--- config.mk ---
export PLATFORM = sky130hd
export DESIGN_NAME = mode_and_access_guard
export DESIGN_NICKNAME = d
export VERILOG_FILES = /design/src/guard_pkg.sv /design/src/mode_and_access_guard.sv
export SDC_FILE = /design/constraint.sdc
export NUM_CORES = 1
export LEC_CHECK = 0
export BUFFER_PORTS_ARGS = -buffer_cell sky130_fd_sc_hd__buf_4
export CAP_MARGIN = 20
export CORE_ASPECT_RATIO = 0.5
export CORE_MARGIN = 2
export CORE_UTILIZATION = 55
export CTS_CLUSTER_SIZE = 8
export DETAILED_ROUTE_END_ITERATION = 16
export GPL_ROUTABILITY_DRIVEN = 0
export PLACE_DENSITY = 0.78
export SLEW_MARGIN = 5
export SYNTH_ARGS = -nofsm -noshare
export SYNTH_HDL_FRONTEND = slang
export SYNTH_SLANG_ARGS = --single-unit
--- constraint.sdc ---
create_clock -name MCLK_I -period 5.3 [get_ports MCLK_I]
set_input_delay 1.06 -clock MCLK_I [delete_from_list [all_inputs] [get_ports MCLK_I]]
set_output_delay 1.06 -clock MCLK_I [all_outputs]
set_load 0.02 [all_outputs]
--- src/guard_pkg.sv ---
/*
 * Constants, types and address map of the mode and access guard.
 * Assumes a 16-bit core address bus and a 16-bit software register port.
 */
`default_nettype none
package guard_pkg;

	// ****************************************************************
	// Widths
	// ****************************************************************
	localparam int ADDR_W = 16;
	localparam int DATA_W = 16;
	localparam int RADDR_W = 4;

	// ****************************************************************
	// Modes, ranked by code value
	// ****************************************************************
	typedef enum logic [1:0] {
		MODE_USER = 2'h0,
		MODE_SYS = 2'h1,
		MODE_BOOT = 2'h3
	} mode_type;

	// ****************************************************************
	// Segment rights
	// ****************************************************************
	typedef enum logic [1:0] {
		RIGHT_NONE = 2'h0,
		RIGHT_COND = 2'h1,
		RIGHT_FULL = 2'h2
	} right_type;

	// Core access request
	typedef struct packed {
		logic valid;
		logic write;
		logic [ADDR_W-1:0] addr;
		logic apar;
	} acc_req_type;

	// ****************************************************************
	// Address map: top two bits select ROM, NVM, RAM, upper
	// ****************************************************************
	localparam logic [1:0] SEG_ROM = 2'h0;
	localparam logic [1:0] SEG_NVM = 2'h1;
	localparam logic [1:0] SEG_RAM = 2'h2;
	localparam logic [1:0] SEG_UP = 2'h3;
	localparam logic [13:0] ROM_LIMIT = 14'h3000;
	localparam logic [13:0] NVM_LIMIT = 14'h3F00;
	localparam logic [13:0] RAM_LIMIT = 14'h0800;
	localparam logic [13:0] SHARED_LIMIT = 14'h3000;
	localparam logic [7:0] CR_PAGE = 8'hF0;
	localparam logic [7:0] CR_COUNT = 8'h20;
	localparam logic [7:0] CR_USER_RD = 8'h08;
	localparam logic [7:0] CR_USER_WR = 8'h04;
	localparam logic [7:0] CR_FUSE_BASE = 8'h18;

	// ****************************************************************
	// Software register offsets and reset values
	// ****************************************************************
	localparam logic [RADDR_W-1:0] R_COND_OPEN = 4'h0;
	localparam logic [RADDR_W-1:0] R_FW_CTRL = 4'h1;
	localparam logic [RADDR_W-1:0] R_FW_LO = 4'h2;
	localparam logic [RADDR_W-1:0] R_FW_HI = 4'h3;
	localparam logic [RADDR_W-1:0] R_MODE = 4'h4;
	localparam logic [RADDR_W-1:0] R_INT_STAT = 4'h5;
	localparam logic [RADDR_W-1:0] R_INT_CLR = 4'h6;
	localparam logic [RADDR_W-1:0] R_INT_EN = 4'h7;
	localparam logic [3:0] COND_RESET = 4'h0;
	localparam logic [ADDR_W-1:0] FW_LO_RESET = 16'h0000;
	localparam logic [ADDR_W-1:0] FW_HI_RESET = 16'h0000;

	// Interrupt status bit positions
	localparam int EV_CONSIST = 0;
	localparam int EV_RANGE = 1;
	localparam int EV_SEG = 2;
	localparam int EV_CR = 3;
	localparam int EV_N = 4;

endpackage : guard_pkg
`default_nettype wire

--- src/mode_and_access_guard.sv ---
/*
 * Mode control and access guard between the core and its memories.
 * Assumes fuse levels arrive asynchronously from the fuse array, the core
 * and the software register port share MCLK_I, and the reset controller
 * takes a one-cycle request with a security tag.
 */
// Notes on behaviour
// [RULE1] Conditional grants closed at boot
// [RULE2] Any error closes all conditional grants
// [RULE3] Privileged code opens, accesses, then closes grants
// [RULE4] Each segment right is full, conditional or none
// [RULE5] Firewall window checked on every user-mode access outside the control page
// [RULE6] Control registers gated by function and mode
// [RULE7] Forbidden control read ignored, security reset
// [RULE8] Access outside implemented memory forces reset
// [RULE9] Address parity checked on every access
// [RULE10] Test program if enabled, else application
// [RULE11] Delivery fuses forbid test program
// [RULE12] User mode cannot touch fuse configuration
// [RULE13] Boot above system above user
// [RULE14] Shared library visible to system and user
// [RULE15] Application settings cleared after use
// [RULE16] Violation gives tagged one-cycle reset request
`default_nettype none
module mode_and_access_guard (
	// Clock and reset
	input wire logic MCLK_I,
	input wire logic RST_I,
	// Fuse levels, asynchronous
	input wire logic FUSE_TEST_EN_I,
	input wire logic FUSE_DELIVERED_I,
	input wire logic FUSE_APP_PRIV_I,
	// Core control
	input wire logic BOOT_DONE_I,
	input wire logic CORE_ERR_I,
	input wire logic SESSION_END_I,
	// Core access
	input wire guard_pkg::acc_req_type ACC_REQ_I,
	output logic ACC_GRANT_O,
	output logic ACC_DENY_O,
	// Software registers
	input wire logic [guard_pkg::RADDR_W-1:0] REG_ADDR_I,
	input wire logic [guard_pkg::DATA_W-1:0] REG_WDATA_I,
	input wire logic REG_WR_I,
	input wire logic REG_RD_I,
	output logic [guard_pkg::DATA_W-1:0] REG_RDATA_O,
	// Status and reset request
	output logic [1:0] MODE_O,
	output logic TEST_PROG_O,
	output logic RST_REQ_O,
	output logic RST_SEC_O,
	output logic IRQ_O
);

	// ****************************************************************
	// Decoding functions
	// ****************************************************************
	function automatic guard_pkg::right_type seg_right(
		input guard_pkg::mode_type m, input logic [1:0] s);
		guard_pkg::right_type r;
		r = guard_pkg::RIGHT_NONE;
		case (m)
		guard_pkg::MODE_BOOT: r = guard_pkg::RIGHT_FULL; // [RULE13]
		guard_pkg::MODE_SYS: begin
			case (s)
			guard_pkg::SEG_ROM: r = guard_pkg::RIGHT_COND;
			default: r = guard_pkg::RIGHT_FULL;
			endcase
		end
		guard_pkg::MODE_USER: begin
			case (s)
			guard_pkg::SEG_ROM: r = guard_pkg::RIGHT_NONE;
			guard_pkg::SEG_NVM: r = guard_pkg::RIGHT_COND;
			default: r = guard_pkg::RIGHT_FULL; // [RULE14]
			endcase
		end
		default: r = guard_pkg::RIGHT_NONE;
		endcase
		return r;
	endfunction : seg_right

	function automatic logic cr_allowed(input guard_pkg::mode_type m,
		input logic [7:0] idx, input logic wr);
		logic ok;
		ok = 1'b0;
		if (idx < guard_pkg::CR_COUNT) begin
			case (m)
			guard_pkg::MODE_BOOT: ok = 1'b1;
			guard_pkg::MODE_SYS: ok = !(wr && idx >= guard_pkg::CR_FUSE_BASE);
			guard_pkg::MODE_USER: ok = wr ? (idx < guard_pkg::CR_USER_WR)
				: (idx < guard_pkg::CR_USER_RD); // [RULE12]
			default: ok = 1'b0;
			endcase
		end
		return ok;
	endfunction : cr_allowed

	// ****************************************************************
	// Fuse synchronisers
	// ****************************************************************
	logic [2:0] fuse_meta_q;
	logic [2:0] fuse_q;

	always_ff @(posedge MCLK_I or posedge RST_I) begin
		if (RST_I) begin
			fuse_meta_q <= 3'h0;
			fuse_q <= 3'h0;
		end else begin
			fuse_meta_q <= {FUSE_APP_PRIV_I, FUSE_DELIVERED_I, FUSE_TEST_EN_I};
			fuse_q <= fuse_meta_q;
		end
	end

	wire test_ok = fuse_q[0] && !fuse_q[1]; // [RULE11]

	// ****************************************************************
	// Mode state
	// ****************************************************************
	guard_pkg::mode_type mode_q;
	guard_pkg::mode_type mode_d;
	logic test_prog_q;
	logic test_prog_d;
	wire is_user = (mode_q == guard_pkg::MODE_USER);
	wire reg_wr_ok = REG_WR_I && !is_user; // [RULE12]
	wire mode_wr = reg_wr_ok && REG_ADDR_I == guard_pkg::R_MODE;

	always_comb begin
		mode_d = mode_q;
		test_prog_d = test_prog_q;
		if (mode_q == guard_pkg::MODE_BOOT && BOOT_DONE_I) begin
			if (test_ok) begin
				mode_d = guard_pkg::MODE_SYS; // [RULE10]
				test_prog_d = 1'b1;
			end else begin
				mode_d = fuse_q[2] ? guard_pkg::MODE_SYS
					: guard_pkg::MODE_USER; // [RULE10]
			end
		end else if (mode_q == guard_pkg::MODE_SYS && mode_wr &&
			REG_WDATA_I[1:0] == guard_pkg::MODE_USER) begin
			// Privilege drops at boot completion or by software; it rises only through reset
			mode_d = guard_pkg::MODE_USER; // [RULE13]
			test_prog_d = 1'b0;
		end
	end

	always_ff @(posedge MCLK_I or posedge RST_I) begin
		if (RST_I) begin
			mode_q <= guard_pkg::MODE_BOOT; // [RULE13]
			test_prog_q <= 1'b0;
		end else begin
			mode_q <= mode_d;
			test_prog_q <= test_prog_d;
		end
	end

	// ****************************************************************
	// Access checks
	// ****************************************************************
	guard_pkg::acc_req_type req;
	assign req = ACC_REQ_I;
	logic [3:0] cond_open_q;
	logic fw_en_q;
	logic [guard_pkg::ADDR_W-1:0] fw_lo_q;
	logic [guard_pkg::ADDR_W-1:0] fw_hi_q;

	wire [1:0] seg = req.addr[15:14];
	wire [13:0] off = req.addr[13:0];
	wire is_cr = (seg == guard_pkg::SEG_UP) && (req.addr[15:8] ==
		guard_pkg::CR_PAGE);
	wire [7:0] cr_idx = req.addr[7:0];
	wire consist_bad = req.valid && (^req.addr != req.apar); // [RULE9]
	logic in_range;
	always_comb begin
		case (seg)
		guard_pkg::SEG_ROM: in_range = off < guard_pkg::ROM_LIMIT;
		guard_pkg::SEG_NVM: in_range = off < guard_pkg::NVM_LIMIT;
		guard_pkg::SEG_RAM: in_range = off < guard_pkg::RAM_LIMIT;
		default: in_range = is_cr || off < guard_pkg::SHARED_LIMIT;
		endcase
	end
	wire range_bad = req.valid && !in_range; // [RULE8]
	guard_pkg::right_type right;
	assign right = seg_right(mode_q, seg);
	wire seg_ok = (right == guard_pkg::RIGHT_FULL) ||
		(right == guard_pkg::RIGHT_COND && cond_open_q[seg]); // [RULE4]
	wire fw_hit = fw_en_q && is_user && req.addr >= fw_lo_q &&
		req.addr <= fw_hi_q; // [RULE5]
	wire seg_bad = req.valid && !is_cr && (!seg_ok || fw_hit);
	wire cr_bad = req.valid && is_cr &&
		!cr_allowed(mode_q, cr_idx, req.write); // [RULE6] [RULE7]
	wire [guard_pkg::EV_N-1:0] ev = {cr_bad && in_range,
		seg_bad && in_range, range_bad, consist_bad};
	wire any_bad = |ev;
	wire sec_bad = consist_bad || (in_range && (seg_bad || cr_bad));

	// ****************************************************************
	// Answer and reset request
	// ****************************************************************
	logic grant_q;
	logic deny_q;
	logic rst_req_q;
	logic rst_sec_q;

	always_ff @(posedge MCLK_I or posedge RST_I) begin
		if (RST_I) begin
			grant_q <= 1'b0;
			deny_q <= 1'b0;
			rst_req_q <= 1'b0;
			rst_sec_q <= 1'b0;
		end else begin
			grant_q <= req.valid && !any_bad; // [RULE7]
			deny_q <= any_bad;
			rst_req_q <= any_bad; // [RULE16]
			rst_sec_q <= any_bad && sec_bad; // [RULE16]
		end
	end

	// ****************************************************************
	// Software registers
	// ****************************************************************
	wire wr_cond = reg_wr_ok && REG_ADDR_I == guard_pkg::R_COND_OPEN;
	wire wr_fwc = reg_wr_ok && REG_ADDR_I == guard_pkg::R_FW_CTRL;
	wire wr_fwl = reg_wr_ok && REG_ADDR_I == guard_pkg::R_FW_LO;
	wire wr_fwh = reg_wr_ok && REG_ADDR_I == guard_pkg::R_FW_HI;
	wire wr_clr = reg_wr_ok && REG_ADDR_I == guard_pkg::R_INT_CLR;
	wire wr_ien = reg_wr_ok && REG_ADDR_I == guard_pkg::R_INT_EN;
	wire close_all = any_bad || CORE_ERR_I; // [RULE2]
	logic [guard_pkg::EV_N-1:0] int_stat_q;
	logic [guard_pkg::EV_N-1:0] int_en_q;
	logic [guard_pkg::DATA_W-1:0] rdata_q;
	logic [guard_pkg::DATA_W-1:0] rdata_d;
	logic irq_q;

	always_ff @(posedge MCLK_I or posedge RST_I) begin
		if (RST_I) begin
			cond_open_q <= guard_pkg::COND_RESET; // [RULE1]
		end else if (close_all || SESSION_END_I) begin
			cond_open_q <= guard_pkg::COND_RESET; // [RULE2] [RULE15]
		end else if (wr_cond) begin
			cond_open_q <= REG_WDATA_I[3:0];
		end
	end

	always_ff @(posedge MCLK_I or posedge RST_I) begin
		if (RST_I) begin
			fw_en_q <= 1'b0;
			fw_lo_q <= guard_pkg::FW_LO_RESET;
			fw_hi_q <= guard_pkg::FW_HI_RESET;
		end else if (SESSION_END_I) begin
			fw_en_q <= 1'b0; // [RULE15]
			fw_lo_q <= guard_pkg::FW_LO_RESET;
			fw_hi_q <= guard_pkg::FW_HI_RESET;
		end else begin
			fw_en_q <= wr_fwc ? REG_WDATA_I[0] : fw_en_q;
			fw_lo_q <= wr_fwl ? REG_WDATA_I : fw_lo_q;
			fw_hi_q <= wr_fwh ? REG_WDATA_I : fw_hi_q;
		end
	end

	// New events win over a clear in the same cycle
	wire [guard_pkg::EV_N-1:0] clr_mask = wr_clr ?
		REG_WDATA_I[guard_pkg::EV_N-1:0] : '0;
	wire [guard_pkg::EV_N-1:0] stat_d = (int_stat_q & ~clr_mask) | ev;

	always_ff @(posedge MCLK_I or posedge RST_I) begin
		if (RST_I) begin
			int_stat_q <= '0;
			int_en_q <= '0;
			irq_q <= 1'b0;
		end else begin
			int_stat_q <= stat_d;
			int_en_q <= wr_ien ? REG_WDATA_I[guard_pkg::EV_N-1:0] : int_en_q;
			irq_q <= |(stat_d & (wr_ien ?
				REG_WDATA_I[guard_pkg::EV_N-1:0] : int_en_q));
		end
	end

	always_comb begin
		rdata_d = '0;
		if (REG_RD_I) begin
			case (REG_ADDR_I)
			guard_pkg::R_COND_OPEN: rdata_d[3:0] = cond_open_q;
			guard_pkg::R_FW_CTRL: rdata_d[0] = fw_en_q;
			guard_pkg::R_FW_LO: rdata_d = fw_lo_q;
			guard_pkg::R_FW_HI: rdata_d = fw_hi_q;
			guard_pkg::R_MODE: rdata_d[5:0] = {fuse_q, test_prog_q, mode_q};
			guard_pkg::R_INT_STAT: rdata_d[guard_pkg::EV_N-1:0] = int_stat_q;
			guard_pkg::R_INT_EN: rdata_d[guard_pkg::EV_N-1:0] = int_en_q;
			default: rdata_d = '0;
			endcase
		end
	end

	always_ff @(posedge MCLK_I or posedge RST_I) begin
		if (RST_I) begin
			rdata_q <= '0;
		end else begin
			rdata_q <= rdata_d;
		end
	end

	assign ACC_GRANT_O = grant_q;
	assign ACC_DENY_O = deny_q;
	assign REG_RDATA_O = rdata_q;
	assign MODE_O = mode_q;
	assign TEST_PROG_O = test_prog_q;
	assign RST_REQ_O = rst_req_q;
	assign RST_SEC_O = rst_sec_q;
	assign IRQ_O = irq_q;
endmodule : mode_and_access_guard
`default_nettype wire

==> insert_results.sql <==
INSERT INTO impl_metrics (metric_group, metric, value, unit) VALUES
('status', 'outcome', 'complete, no violations', ''),
('global_route', 'globalRouteMet2Util', '0.431', ''),
('cts', 'numCtsBuffers', '9', ''),
('flow_run', 'cap_viol_max_count', '0', ''),
('drt', 'drt.antenna.violating_nets', '0', ''),
('layout', 'antenna-diode-count', '0', ''),
('power', 'power-per-cell-area', '266', 'mW/mm2'),
('critical_path', 'timing.critical_path.cells', 'buf_4 -> inv_1 -> ha_1 -> o21ba_2 -> a2111oi_2 -> nand2b_1 -> nor3_1 -> or3_1 -> nor4_1', ''),
('layout', 'final_cells', '673', ''),
('critical_path', 'worst-path-buf-inv', '2', ''),
('cts', 'cts_resized', '0', ''),
('worst_hold_path', 'min-delay-path-class', 'flop to flop', ''),
('global_route', 'grt_max_degree', '45', ''),
('synth', 'synth.cell_area', '0.00462', 'mm2'),
('layout', 'area.growth.synth_to_final', '19.3', '%'),
('layout', 'final_nets', '653', ''),
('drt', 'drt_iter0_drc', '320', ''),
('cts', 'clkSlewWorstSetupHoldPaths', '50', 'ps'),
('timing', 'holdWs', '351', 'ps'),
('placement', 'place.detailed.instances', '658', ''),
('cts', 'clock_insertion_delay_worst_skew', '340', 'ps'),
('cts', 'cts-hold-fix-buffers', '0', ''),
('global_route', 'number_of_global_route_vias_before_repair', '3803', ''),
('die', 'die_area', '0.00920', 'mm2'),
('critical_path', 'cp_data_arrival_time', '3300', 'ps'),
('drt', 'wire_per_inst', '17.3', 'um'),
('placement', 'port-buffer-count', '72', ''),
('critical_path', 'reg2reg_setup_slack', '2710', 'ps'),
('timing', 'grt_setup_unrepaired', 'no', ''),
('critical_path', 'r2r-start', 'MODE_O[0]', ''),
('critical_path', 'crit_start', 'ACC_REQ_I[16]', ''),
('drt', 'detailroute.via_count', '3969', ''),
('power', 'total_power', '0.00147', 'W'),
('critical_path', 'endpoint', 'cond_open_q[1]', ''),
('timing', 'layout_worst_path_cycle_share', '0.578', ''),
('timing', 'worstMarginPinSlew', '962', 'ps'),
('global_route', 'globalRoute.busiestLayer', 'met2', ''),
('critical_path', 'cp-start-kind', 'primary input', ''),
('critical_path', 'crit_type', 'primary input to flop', ''),
('global_route', 'antenna_violations_before_repair', '0', ''),
('synth', 'syn-mean-instance-area', '9.32', 'um2'),
('drt', 'total_wirelength_of_the_detailed_routed_design', '11.6', 'mm'),
('global_route', 'grt.overflow.total', '0', ''),
('critical_path', 'worst_r2r_path_depth', '5', ''),
('critical_path', 'crit_path_end_kind', 'flop', ''),
('critical_path', 'slowest_stage', 'or3_1', ''),
('layout', 'fillerInstances', '641', ''),
('cts', 'cts_tree', 'built', ''),
('die', 'placeableCoreArea', '0.00809', 'mm2'),
('drt', 'drc_errors', '0', ''),
('critical_path', 'regToRegEndpoint', 'IRQ_O', ''),
('critical_path', 'crit_path_max_incr_delay', '460', 'ps'),
('synth', 'synth_instances', '496', ''),
('timing', 'time_the_final_worst_path_needs_with_i_o_delays_and_setup', '3070', 'ps'),
('drt', 'post_drt_via_cell_ratio', '5.90', ''),
('critical_path', 'path_delay_family', 'simple AND/OR/NAND/NOR gates', ''),
('timing', 'timing.max_slew.rel_slack', '0.354', ''),
('drt', 'dr.pass1.iters', '5', ''),
('die', 'initial_core_util', '0.572', ''),
('die', 'die_h', '68.8', 'um'),
('synth', 'synthesis.nets', '592', ''),
('global_route', 'grt.total_usage', '0.271', ''),
('global_route', 'globalRouteMet1Util', '0.372', ''),
('cts', 'cts_root_buffer', 'clkbuf_16', ''),
('timing', 'fin_worst_skew', '5.32', 'ps'),
('synth', 'synthesized_flop_and_latch_total', '74', ''),
('layout', 'share_of_post_route_cells_with_drive_strength_above_1', '0.200', ''),
('timing', 'timing.final.max_slew_violations', '0', ''),
('synth', 'synthFlopType', 'dfrtp_1', ''),
('synth', 'async_flop_share', '1.00', ''),
('layout', 'layout.cells.most_common_list', '82 x nand2_1, 74 x buf_4, 72 x dfrtp_1', '');
[per-layer routing]
layer  up-vias  wire length [um]
li1       1870                 -
met2       152              5240
met3        18               919
met5         -                 0
met1      1929              5280
met4         0               176
[per-stage QoR]
step	worst slack, ps	utilization	instance area [um2]
after detailed placement	1900	0.646	5230
after floorplan	2140	-	4620
after CTS	2250	0.682	5520
after global placement	1950	0.646	5230
final	2230	0.682	5520
after global routing	2130	0.682	5520
[kinds of logic after synthesis]
kind of cell,count (synthesis),share of synthesized area
adder cells (fa/ha/maj),47,0.127
buffers and inverters,72,0.0611
AO/OA/AOI/OAI,111,0.167
flip-flops,74,0.401
multiplexers,16,0.0400
AND/OR/NAND/NOR,168,0.186
XOR/XNOR,8,0.0181
[flip-flops by register name (all words and copies together), names as in the netlist]
signal,flops
fw_hi_q,16
int_stat_q,4
TEST_PROG_O,1
IRQ_O,1
RST_SEC_O,1
ACC_GRANT_O,1
fuse_meta_q,3
REG_RDATA_O,16
fw_en_q,1
int_en_q,4
MODE_O,2
fw_lo_q,16
RST_REQ_O,1
fuse_q,3
cond_open_q,4
[cells in the mapped netlist (3+ instances only)]
master     n  share of area
a32oi_1    4         0.0076
dfrtp_1   72           0.39
clkbuf_1  19          0.015
nor2b_1   12          0.016
nand3b_1   3         0.0049
or4_1      4         0.0065
a22oi_1   13          0.021
nand2b_1   6         0.0081
a222oi_1   3         0.0065
mux2i_1    5          0.011
nand4_1    8          0.011
mux2_2    10          0.024
nor2_1     9         0.0073
nor3_1     7         0.0076
nand2_1   82          0.067
ha_1      47           0.13
nand3_1    7         0.0076
xnor2_1    5         0.0095
nor4_1     6         0.0081
nor4b_1    4         0.0076
and2_1     6         0.0081
o21ai_0    7         0.0076
a21oi_1   48          0.052
a21o_1     7          0.011
inv_1     48          0.039
[worst register-to-register path: cells and delay by family (launching register included)]
kind | cells | cell delay (ps)
muxes | 1 | 410
AOI/OAI and AO/OA | 3 | 830
DFF | 1 | 680
and+or+nand+nor | 1 | 550
[worst min-delay path by stage]
stage | end | slack (ps) | depth (start not counted)
floorplan | fuse_q[0] | 330 | 0
global placement | fuse_q[0] | 330 | 0
detailed placement | fuse_q[1] | 340 | 0
CTS | fuse_q[1] | 350 | 0
global route | fuse_q[1] | 370 | 0
finish | fuse_q[1] | 350 | 0
[final cells by class]
cell class,count,area [um2],area share
clock buffer,14,284,0.0515
clock inverter,1,7.51,0.00136
inverter,48,180,0.0327
multi-input combinational,350,2500,0.452
sequential,74,1850,0.336
tap,112,140,0.0254
timing repair buffer,74,556,0.101
[power by group]
part | internal [W] | switching, W | total [W]
logic | 0.000121 | 0.000146 | 0.000267
clock network | 0.000366 | 0.000227 | 0.000593
registers | 0.000591 | 0.0000151 | 0.000606
total | 0.00108 | 0.000388 | 0.00147
Power figures use the tool's default switching activity.
